**src/core/cpwx_pkg.sv**
```systemverilog
package cpwx_pkg;
   // Process word geometry
   localparam int          CPWX_WORD_W        = 16;               // Width of one cyclic process word
   localparam int          CPWX_CMD2_USER_W   = 12;               // Usable low bits of outbound word four
   localparam int          CPWX_COND2_USER_W  = 10;               // Free low bits of inbound word four
   localparam int          CPWX_SAFE_SSTILL_B = 10;               // Safe standstill bit in second condition word
   localparam int          CPWX_SAFE_SRS_B    = 11;               // Reduced speed bit in second condition word
   localparam int          CPWX_AUTH_B        = 10;               // Command authority bit in first command word
   localparam int          CPWX_FAULT_B       = 3;                // Fault active bit in first condition word
   // Parameter channel
   localparam int          CPWX_PNUM_W        = 16;               // Parameter number width
   localparam int          CPWX_PIDX_W        = 8;                // Parameter index width
   localparam int          CPWX_PVAL_W        = 32;               // Parameter value width
   localparam int          CPWX_ERRNO_W       = 8;                // Parameter error number width
   localparam int          CPWX_FNUM_W        = 16;               // Fault number width
   localparam int          CPWX_XFER_CYC      = 4;                // Cycles spent in the busy state; par_busy stays high one cycle longer
   // Parameter error numbers
   localparam logic [7:0]  CPWX_ERR_NONE      = 8'h00;            // No error
   localparam logic [7:0]  CPWX_ERR_PNUM      = 8'h01;            // Nonexistent parameter number
   localparam logic [7:0]  CPWX_ERR_INDEX     = 8'h02;            // Invalid index
   localparam logic [7:0]  CPWX_ERR_RANGE     = 8'h03;            // Value out of range
   localparam logic [7:0]  CPWX_ERR_SAFETY    = 8'h04;            // Safety parameter write refused
   // Reset values
   localparam logic [15:0] CPWX_WORD_RST      = 16'h0000;         // Process word reset value
   localparam logic [1:0]  CPWX_ACK_RST       = 2'h0;             // Acknowledge counter reset value

   // Parameter handshake states
   typedef enum logic [2:0]
   {
      CPWX_ST_IDLE = 3'b001,
      CPWX_ST_BUSY = 3'b010,
      CPWX_ST_DONE = 3'b100
   } cpwx_state_e;
endpackage : cpwx_pkg

```
**src/core/cpwx_core.sv**
```systemverilog
`timescale 1ns/1ps
// What this block and its controller do
// Outbound second command word top nibble zero
// Controller leaves control bits 15..12 unchanged
// Outbound words one, two fully usable
// Outbound word four: twelve low bits only
// Word three carries internal traffic only
// Authority bit low: ignore all commands
// Controller always drives authority bit high; the bench controller model drops it every fourth exchange
// Inbound second condition word top nibble zero
// Safety bits void without safety capability
// Standstill bit: immediate, braking after ramp
// Reduced speed bit high, low while ramping
// Inbound word four: ten low bits free
// Inbound word one carries fault flag
// Bad number, index, value raise fault
// Refuse safety parameter writes over channel
// Controller reads back written parameters
// Request edge starts transfer; busy during
// Two acknowledgements clear fault number memory
// Four 16-bit words exchanged per cycle
module cpwx_core
(
   input  wire logic                          mclk,
   input  wire logic                          nrst,
   input  wire logic                          bus_cycle,
   input  wire logic [cpwx_pkg::CPWX_WORD_W-1:0] ctl_cmd1,
   input  wire logic [cpwx_pkg::CPWX_WORD_W-1:0] ctl_setpoint,
   input  wire logic [cpwx_pkg::CPWX_WORD_W-1:0] ctl_cmd2,
   input  wire logic [cpwx_pkg::CPWX_WORD_W-1:0] int_word3_out,
   output logic      [cpwx_pkg::CPWX_WORD_W-1:0] pzd_out1,
   output logic      [cpwx_pkg::CPWX_WORD_W-1:0] pzd_out2,
   output logic      [cpwx_pkg::CPWX_WORD_W-1:0] pzd_out3,
   output logic      [cpwx_pkg::CPWX_WORD_W-1:0] pzd_out4,
   output logic                               cmd_accept,
   input  wire logic [cpwx_pkg::CPWX_WORD_W-1:0] drv_cond1,
   input  wire logic [cpwx_pkg::CPWX_WORD_W-1:0] drv_actual,
   input  wire logic [cpwx_pkg::CPWX_WORD_W-1:0] drv_cond2,
   input  wire logic [cpwx_pkg::CPWX_WORD_W-1:0] int_word3_in,
   input  wire logic                          safety_capable,
   input  wire logic                          safe_standstill,
   input  wire logic                          safe_braking_ramp,
   input  wire logic                          safely_reduced_speed,
   input  wire logic                          ramping_down,
   output logic      [cpwx_pkg::CPWX_WORD_W-1:0] pzd_in1,
   output logic      [cpwx_pkg::CPWX_WORD_W-1:0] pzd_in2,
   output logic      [cpwx_pkg::CPWX_WORD_W-1:0] pzd_in3,
   output logic      [cpwx_pkg::CPWX_WORD_W-1:0] pzd_in4,
   input  wire logic                          par_req,
   input  wire logic                          par_write,
   input  wire logic [cpwx_pkg::CPWX_PNUM_W-1:0] par_number,
   input  wire logic [cpwx_pkg::CPWX_PIDX_W-1:0] par_index,
   input  wire logic [cpwx_pkg::CPWX_PVAL_W-1:0] par_value,
   input  wire logic                          par_num_ok,
   input  wire logic                          par_idx_ok,
   input  wire logic                          par_val_ok,
   input  wire logic                          par_is_safety,
   input  wire logic [cpwx_pkg::CPWX_PVAL_W-1:0] par_read_value,
   input  wire logic                          par_fault_ack,
   output logic                               par_busy,
   output logic                               par_wr_stb,
   output logic      [cpwx_pkg::CPWX_PVAL_W-1:0] par_read_data,
   output logic                               parameter_fault_flag,
   output logic      [cpwx_pkg::CPWX_ERRNO_W-1:0] par_fault_no,
   input  wire logic                          fault_ack,
   input  wire logic                          fault_new,
   input  wire logic [cpwx_pkg::CPWX_FNUM_W-1:0] fault_number_in,
   output logic      [cpwx_pkg::CPWX_FNUM_W-1:0] fault_number_memory,
   output logic                               fault_valid
);
   import cpwx_pkg::*;

   logic                    req_q;        // Request delayed, for edge detect
   logic                    req_rise;     // Rising edge of request
   cpwx_state_e             state_q;      // Parameter handshake state
   logic [2:0]              xfer_cnt_q;   // Busy duration counter
   logic                    dir_wr_q;     // Latched direction
   logic [CPWX_ERRNO_W-1:0] chk_err;      // Error found on the request
   logic                    ack_q;        // Previous fault acknowledge
   logic [1:0]              ack_cnt_q;    // Acknowledge edges seen
   logic [CPWX_WORD_W-1:0]  cond2_q;      // Assembled second condition word

   // Command authority from the first command word
   assign cmd_accept = ctl_cmd1[CPWX_AUTH_B];

   // Outbound words latched per fieldbus cycle; words one, two and four only with authority, word three always
   always_ff @(posedge mclk)
   begin
      if (!nrst)
      begin
         pzd_out1 <= CPWX_WORD_RST;
         pzd_out2 <= CPWX_WORD_RST;
         pzd_out3 <= CPWX_WORD_RST;
         pzd_out4 <= CPWX_WORD_RST;
      end
      else if (bus_cycle)
      begin
         // Commands without authority are dropped, previous words held
         if (ctl_cmd1[CPWX_AUTH_B])
         begin
            pzd_out1 <= ctl_cmd1;
            pzd_out2 <= ctl_setpoint;
            // Top nibble reserved; only low twelve bits reach the drive
            pzd_out4 <= {4'h0, ctl_cmd2[CPWX_CMD2_USER_W-1:0]};
         end
         // Internal traffic flows regardless of user authority
         pzd_out3 <= int_word3_out;
      end
   end

   // Second condition word: safety bits only on capable units
   always_comb
   begin
      cond2_q = {4'h0, 2'b00, drv_cond2[CPWX_COND2_USER_W-1:0]};
      if (safety_capable)
      begin
         // Standstill immediate; braking ramp only once down ramp ends
         cond2_q[CPWX_SAFE_SSTILL_B] = safe_standstill | (safe_braking_ramp & ~ramping_down);
         // Reduced speed suppressed while still ramping
         cond2_q[CPWX_SAFE_SRS_B] = safely_reduced_speed & ~ramping_down;
      end
   end

   // Inbound words latched per fieldbus cycle
   always_ff @(posedge mclk)
   begin
      if (!nrst)
      begin
         pzd_in1 <= CPWX_WORD_RST;
         pzd_in2 <= CPWX_WORD_RST;
         pzd_in3 <= CPWX_WORD_RST;
         pzd_in4 <= CPWX_WORD_RST;
      end
      else if (bus_cycle)
      begin
         pzd_in1 <= drv_cond1;
         pzd_in2 <= drv_actual;
         pzd_in3 <= int_word3_in;
         pzd_in4 <= cond2_q;
      end
   end

   // Request edge detector
   always_ff @(posedge mclk)
   begin
      if (!nrst)
         req_q <= 1'b0;
      else
         req_q <= par_req;
   end
   assign req_rise = par_req & ~req_q;

   // Request check; safety refusal only matters on writes
   always_comb
   begin
      if (!par_num_ok)
         chk_err = CPWX_ERR_PNUM;
      else if (!par_idx_ok)
         chk_err = CPWX_ERR_INDEX;
      else if (par_write && !par_val_ok)
         chk_err = CPWX_ERR_RANGE;
      else if (par_write && par_is_safety)
         chk_err = CPWX_ERR_SAFETY;
      else
         chk_err = CPWX_ERR_NONE;
   end

   // Parameter transfer sequencer
   always_ff @(posedge mclk)
   begin
      if (!nrst)
      begin
         state_q              <= CPWX_ST_IDLE;
         xfer_cnt_q           <= 3'h0;
         dir_wr_q             <= 1'b0;
         par_wr_stb           <= 1'b0;
         par_read_data        <= 32'h00000000;
         parameter_fault_flag <= 1'b0;
         par_fault_no         <= CPWX_ERR_NONE;
      end
      else
      begin
         par_wr_stb <= 1'b0;
         case (state_q)
            CPWX_ST_IDLE:
            begin
               // New transfers wait until any error is acknowledged
               if (req_rise && !parameter_fault_flag)
               begin
                  dir_wr_q   <= par_write;
                  xfer_cnt_q <= 3'(CPWX_XFER_CYC - 1);
                  if (chk_err != CPWX_ERR_NONE)
                  begin
                     parameter_fault_flag <= 1'b1;
                     par_fault_no         <= chk_err;
                  end
                  else
                     state_q <= CPWX_ST_BUSY;
               end
               else if (par_fault_ack)
               begin
                  parameter_fault_flag <= 1'b0;
                  par_fault_no         <= CPWX_ERR_NONE;
               end
            end
            CPWX_ST_BUSY:
            begin
               // Busy holds for a fixed transfer time
               if (xfer_cnt_q == 3'h0)
                  state_q <= CPWX_ST_DONE;
               else
                  xfer_cnt_q <= xfer_cnt_q - 3'h1;
            end
            CPWX_ST_DONE:
            begin
               if (dir_wr_q)
                  par_wr_stb <= 1'b1;  // Only validated writes commit
               else
                  par_read_data <= par_read_value;
               state_q <= CPWX_ST_IDLE;
            end
            default:
               state_q <= CPWX_ST_IDLE;
         endcase
      end
   end
   assign par_busy = (state_q != CPWX_ST_IDLE);

   // Fault number memory; a new fault beats a clear in the same cycle
   always_ff @(posedge mclk)
   begin
      if (!nrst)
      begin
         ack_q               <= 1'b0;
         ack_cnt_q           <= CPWX_ACK_RST;
         fault_number_memory <= CPWX_WORD_RST;
         fault_valid         <= 1'b0;
      end
      else
      begin
         ack_q <= fault_ack;
         if (fault_new)
         begin
            fault_number_memory <= fault_number_in;
            fault_valid         <= 1'b1;
            ack_cnt_q           <= CPWX_ACK_RST;
         end
         else if (fault_ack && !ack_q && fault_valid)
         begin
            // Second acknowledge wipes the stored fault number and its valid flag together
            if (ack_cnt_q == 2'h1)
            begin
               fault_number_memory <= CPWX_WORD_RST;
               fault_valid         <= 1'b0;
               ack_cnt_q           <= CPWX_ACK_RST;
            end
            else
               ack_cnt_q <= 2'h1;
         end
      end
   end
endmodule : cpwx_core

```
**config.mk**
```make
export PLATFORM = sky130hd
export DESIGN_NAME = cpwx_core
export DESIGN_NICKNAME = d
export VERILOG_FILES = /design/src/core/cpwx_pkg.sv /design/src/core/cpwx_core.sv
export SDC_FILE = /design/constraint.sdc
export NUM_CORES = 1
export LEC_CHECK = 0
export BUFFER_PORTS_ARGS = -buffer_cell sky130_fd_sc_hd__buf_2
export CAP_MARGIN = 25
export CORE_AREA = 2 2 170 172
export CTS_BUF_LIST = sky130_fd_sc_hd__clkbuf_4
export CTS_CLUSTER_DIAMETER = 50
export CTS_CLUSTER_SIZE = 20
export DETAILED_ROUTE_END_ITERATION = 6
export DIE_AREA = 0 0 172 174
export GPL_TIMING_DRIVEN = 0
export PLACE_DENSITY_LB_ADDON = 0.15
export SYNTH_ARGS = -nofsm -noshare
export SYNTH_HDL_FRONTEND = slang
export SYNTH_SLANG_ARGS = --single-unit
export TNS_END_PERCENT = 5
```
**constraint.sdc**
```tcl
create_clock -name mclk -period 1.65 [get_ports mclk]
set_input_delay 0.0825 -clock mclk [delete_from_list [all_inputs] [get_ports mclk]]
set_output_delay 0.0825 -clock mclk [all_outputs]
set_load 0.1 [all_outputs]
```
; ---- Word level (Yosys, flattened, before mapping)
; Index checks and enable logic that the tools add are counted.
[op_classes]
mux = 26
n_addsub = 1
n_reduce_logical = 23
n_eq_ne = 10
bitwise_logic = 8
[ops]
columns = cell, n
row1 = $mux W16, 3
row2 = $mux W3, 9
row3 = $mux W8, 3
row4 = $pmux W3 S2, 2
row5 = $reduce_and A2 Y1, 5
row6 = $reduce_and A3 Y1, 3
row7 = $mux W1, 8
row8 = $ne A2 B2 Y1 const B, 4
row9 = $reduce_bool A2 Y1, 4
row10 = $reduce_bool A8 Y1, 1
row11 = $logic_and A1 B1 Y1, 5
row12 = $not A1 Y1, 4
row13 = $and A1 B1 Y1, 3
row14 = $eq A3 B1 Y1 const B, 1
row15 = $eq A3 B2 Y1 const B, 1
row16 = $eq A3 B3 Y1 const B, 1
row17 = $logic_not A1 Y1, 3
row18 = $logic_not A3 Y1, 1
row19 = $ne A3 B1 Y1 const B, 1
row20 = $sub A3 B1 Y3 const B, 1
row21 = $eq A2 B1 Y1 const B, 1
row22 = $mux W2, 1
row23 = $ne A2 B1 Y1 const B, 1
row24 = $reduce_or A2 Y1, 1
row25 = $or A1 B1 Y1, 1
[word_totals]
register_bits = 190
input_bits = 249
output_inout_bits = 189
word_cells = 88

; ---- Depth between registers and ports, before layout
[depth]
word_depth = 9
ltp_mapped = 6
ltp_nobuf = 6

; ---- Worst setup path before layout
; No wires, ideal clock.
[synth_timing]
kind = reg-to-reg
startpoint = reg fault_valid
endpoint = reg fault_number_memory[10] (netlist bit)
t_required_ps = 1531
synth_period_minus_slack_ps = 1825
arrival_ps = 1706
setup_time_ps = 119
n_path_buf = 1
stages_incl_launch_ff = 5
setup_slack_ps = -175
path_cell_list = dfxtp_1 and3b_1 a211oi_4 buf_4 a22o_1
[synth_via]
elab_chain_cells = 3
[synth_rtl]
columns = element, line_no
row1 = "start, declared", cpwx_core.sv:69  ; output logic fault_valid
row2 = "start signal, assigned", cpwx_core.sv:237  ; fault_valid <= 1'b0;
row3 = "start signal, assigned", cpwx_core.sv:245  ; fault_valid <= 1'b1;
row4 = "start signal, assigned", cpwx_core.sv:254  ; fault_valid <= 1'b0;
row5 = $logic_and A1 B1 Y1, cpwx_core.sv:248  ; else if (fault_ack && !ack_q && fault_valid)
row6 = $reduce_bool A2 Y1 (no line), -
row7 = $reduce_and A2 Y1 (no line), -
row8 = "end signal, assigned", cpwx_core.sv:244  ; fault_number_memory <= fault_number_in;
row9 = "end, declared", cpwx_core.sv:68  ; output logic [cpwx_pkg::CPWX_FNUM_W-1:0] fault_number_memory,
; No other way between the ends.
; A chain may end at the register's enable or synchronous reset.

; ---- Final worst setup path
[layout_timing]
startpoint = reg state_q[2]
endpoint = out par_busy
[layout_via]
elab_chain_cells = 1
[layout_rtl]
columns = element, line_no
row1 = "start, declared", cpwx_core.sv:75  ; cpwx_state_e state_q;
row2 = "start signal, assigned", cpwx_core.sv:173  ; state_q <= CPWX_ST_IDLE;
row3 = "start signal, assigned", cpwx_core.sv:198  ; state_q <= CPWX_ST_BUSY;
row4 = "start signal, assigned", cpwx_core.sv:210  ; state_q <= CPWX_ST_DONE;
row5 = $ne A3 B1 Y1, cpwx_core.sv:227  ; assign par_busy = (state_q != CPWX_ST_IDLE);
row6 = "end, declared", cpwx_core.sv:60  ; output logic par_busy,
; No other way between the ends.

==> results.md <==
- Total routed wirelength: 23,160 µm
- Crit path max-delay family: flip-flops
- Max-slew violation count: 0
- Crit-path slowest cell: dfxtp_4
- Area contributors post-synth: dfxtp_1, mux2i_1, nand2_1
- Vias in the first global route: 7,037
- Inst Count DP: 1,466
- Synth cell types: 42
- Area leader, netlist: dfxtp_1
- HP Class: in2reg
- Data arrival, critical path: 1.46 ns
- Die ar.: 29,930 µm²
- Final Hold Fails: 0
- Async SR Flop Fraction: 0
- Via/cell ratio: 4.047
- Final Net Count: 1,542
- Warnings, synthesis: 0
- Pwr Density: 902.7 nW/µm²
- RSZ-0062 raised after global routing: true
- Port Buffers: 356
- Util after Layout: 0.3940
- Worst skew pair latency: 0.56 ns
- Number of synthesized flops with an enable pin: 0
- Register area share after synthesis: 0.5557
- First-pass GRT wire length: 35,980 µm
- Leak: 5.347 nW
- Commonest non-fill, non-tap cells in the layout: buf_2, dlygate4sd3_1, dfxtp_1
- Dpl hpwl: 16,450 µm
- Crit Path Class: reg2out
- Clk sinks: 184
- Place WS: -0.2525 ns
- Final instance area: 11,130 µm²
- Clock skew: 0.02606 ns
- Measured slew at the worst slew-check pin: 0.7996 ns
- Largest family of logic cells by synthesized area: simple AND/OR/NAND/NOR gates
- Area delta synth->final: 67.84%
- Overflow after GRT: 0
- DRC viols: 0
- CP cell instances: nor3b_4, inv_2, buf_8
- Initial antenna violation count: 1
- Worst path required time: 1.57 ns
- Die Wd: 172 µm
- Drt initial violations: 221
- Final critical-path share of the clock period: 0.9335
- FMAX: 649.3 MHz
- Clock Tree Buf Depth: 2
- Final setup vio count: 0
- Minimum clock period: 1.540 ns
- Maximum fanout along the worst path: 4
- H-tree Lvls: 4
- DR pass1 iterations: 4
- Post-synthesis compound-gate area fraction: 0.1021
- Total CTS buffers: 17
- Dominant synthesized flop cell: dfxtp_1
- Mapped Cells: 714
- Final Worst Setup Slack: 0.1098 ns
- CP Buf/Inv Count: 2
- Fin cells: 1,689
- Most common cell after layout, fill and taps aside: buf_2
- Mux cell area share after synthesis: 0.1117
- Post-route setup TNS: 0 ns
- DR vias: 6,836
- # rows: 62
- Synth Area per Inst: 9.284 µm²
- IO Pins: 438
- Syn Std Cell Area: 6629 µm²
- Total track usage: 0.1515
- Max-slew headroom: 0.4670
- Post-synthesis simple-gate area fraction: 0.1740
- Largest net degree at the start of global routing: 18
- Global placement routability congestion: 0.7340
- Startpoint types: flip-flop
- Flops & latches, synth: 184
- CTS tree: built
- Delay of the slowest critical-path stage: 0.38 ns
- Max-cap violations: 0
- Post-Synth XOR/XNOR Area: 0
- Core area: 28,240 µm²
- Root Driver: clkbuf_4
- Status: finished, final reports clean
- Initial core utilization: 0.2348
- Die height: 174 µm
- Area share of fa/ha/maj cells after synthesis: 0.003775
- WL per Instance: 13.71 µm
- Worst vdd ir: 0.0004231 V
- Crit end category: primary output
- Placed Area: 8937 µm²
- Synth top area share: 0.5557
- Layout cells sized above 1: 0.3443
- Post-route ant nets: 0
- Clk pin slew, worst setup/hold paths: 0.14 ns
[power breakdown]
group          internal [mW]  switching [mW]  total (mW)
sequential              4.64           0.101        4.74
clock                  0.683            1.75        2.43
combinational          0.811            2.06        2.87
[area by class of cell]
type / instances / area [µm²]
Antenna cell: 1 / 2.502
Fill cell: 2942 / 17110
Sequential cell: 184 / 3697
Buffer: 60 / 334.1
Tap cell: 384 / 480.5
Clock inverter: 13 / 112.6
Clock buffer: 19 / 142.6
Inverter: 5 / 18.77
Multi-Input combinational cell: 477 / 2651
Timing Repair Buffer: 546 / 3686
[synth_stat cells (all sizes together), types with 3 or more instances]
cell and instances:
dfxtp 184, a22o 16, clkbuf 11, nand4 3, a21oi 82, inv 5
nor3 3, nor2 81, o21ai 8, nor2b 3, nand2 162, a211oi 4
mux2i 74, nand2b 5, buf 49, and2 5
[state kept, by name (all words and copies together), names as in the netlist, 3 cells and up]
| name | count |
|---|---|
| par_read_data | 32 |
| fault_number_memory | 16 |
| pzd_in1 | 16 |
| pzd_in2 | 16 |
| pzd_in3 | 16 |
| pzd_out1 | 16 |
| pzd_out2 | 16 |
| pzd_out3 | 16 |
| pzd_in4 | 12 |
| pzd_out4 | 12 |
| par_fault_no | 3 |
| state_q | 3 |
| xfer_cnt_q | 3 |
[cell families after synthesis]
kind of cell,Yosys count
simple gates,273
other cells,1
flops,184
mux,74
buf+inv,65
compound gates,115
fa+ha+maj,2
[per-layer routing]
layer | vias up | wire (µm) | part of all wire | global-route usage
li1 | 3487 | - | - | -
met1 | 3096 | 9881 | 0.43 | 0.1728
met2 | 226 | 11180 | 0.48 | 0.2692
met3 | 27 | 1639 | 0.071 | 0.04690
met4 | 0 | 456 | 0.020 | 0.04447
met5 | - | 0 | 0 | 0
[worst paths after layout]
| kind | cells after the start | to | from | slack, ns |
|---|---|---|---|---|
| worst min register to register | 1 | xfer_cnt_q[0] | xfer_cnt_q[0] | 0.46 |
| worst max register to register | 6 | xfer_cnt_q[2] | xfer_cnt_q[0] | 0.13 |
| worst max-delay path | 3 | par_busy | state_q[2] | 0.11 |
| worst min-delay path | 4 | state_q[0] | nrst | 0.06 |
[worst min-delay path: cells and delay by family]
kind / cells / cell delay [ns]
buf+inv: 2 / 0.34
simple gates: 2 / 0.16
[timing repair]
item | 4_1_cts | 5_1_grt
buffers inserted | 3 | 1
gates cloned | 0 | 0
resized for setup | 11 | 8
hold buffers | 186 | 0
endpoints found under the setup margin | 1 | 11
pin swaps | 1 | 1
endpoints found under the hold margin | 179 | 0
[through the flow]
stage          hold WS [ns]  power, mW
6_report            0.06410      10.04
4_1_cts             0.02091      10.20
3_5_place_dp         0.3046      7.365
5_1_grt             0.05090      10.55
3_3_place_gp         0.3017      7.362
2_1_floorplan        0.1998      6.799
(Power assumes the default switching activity.)
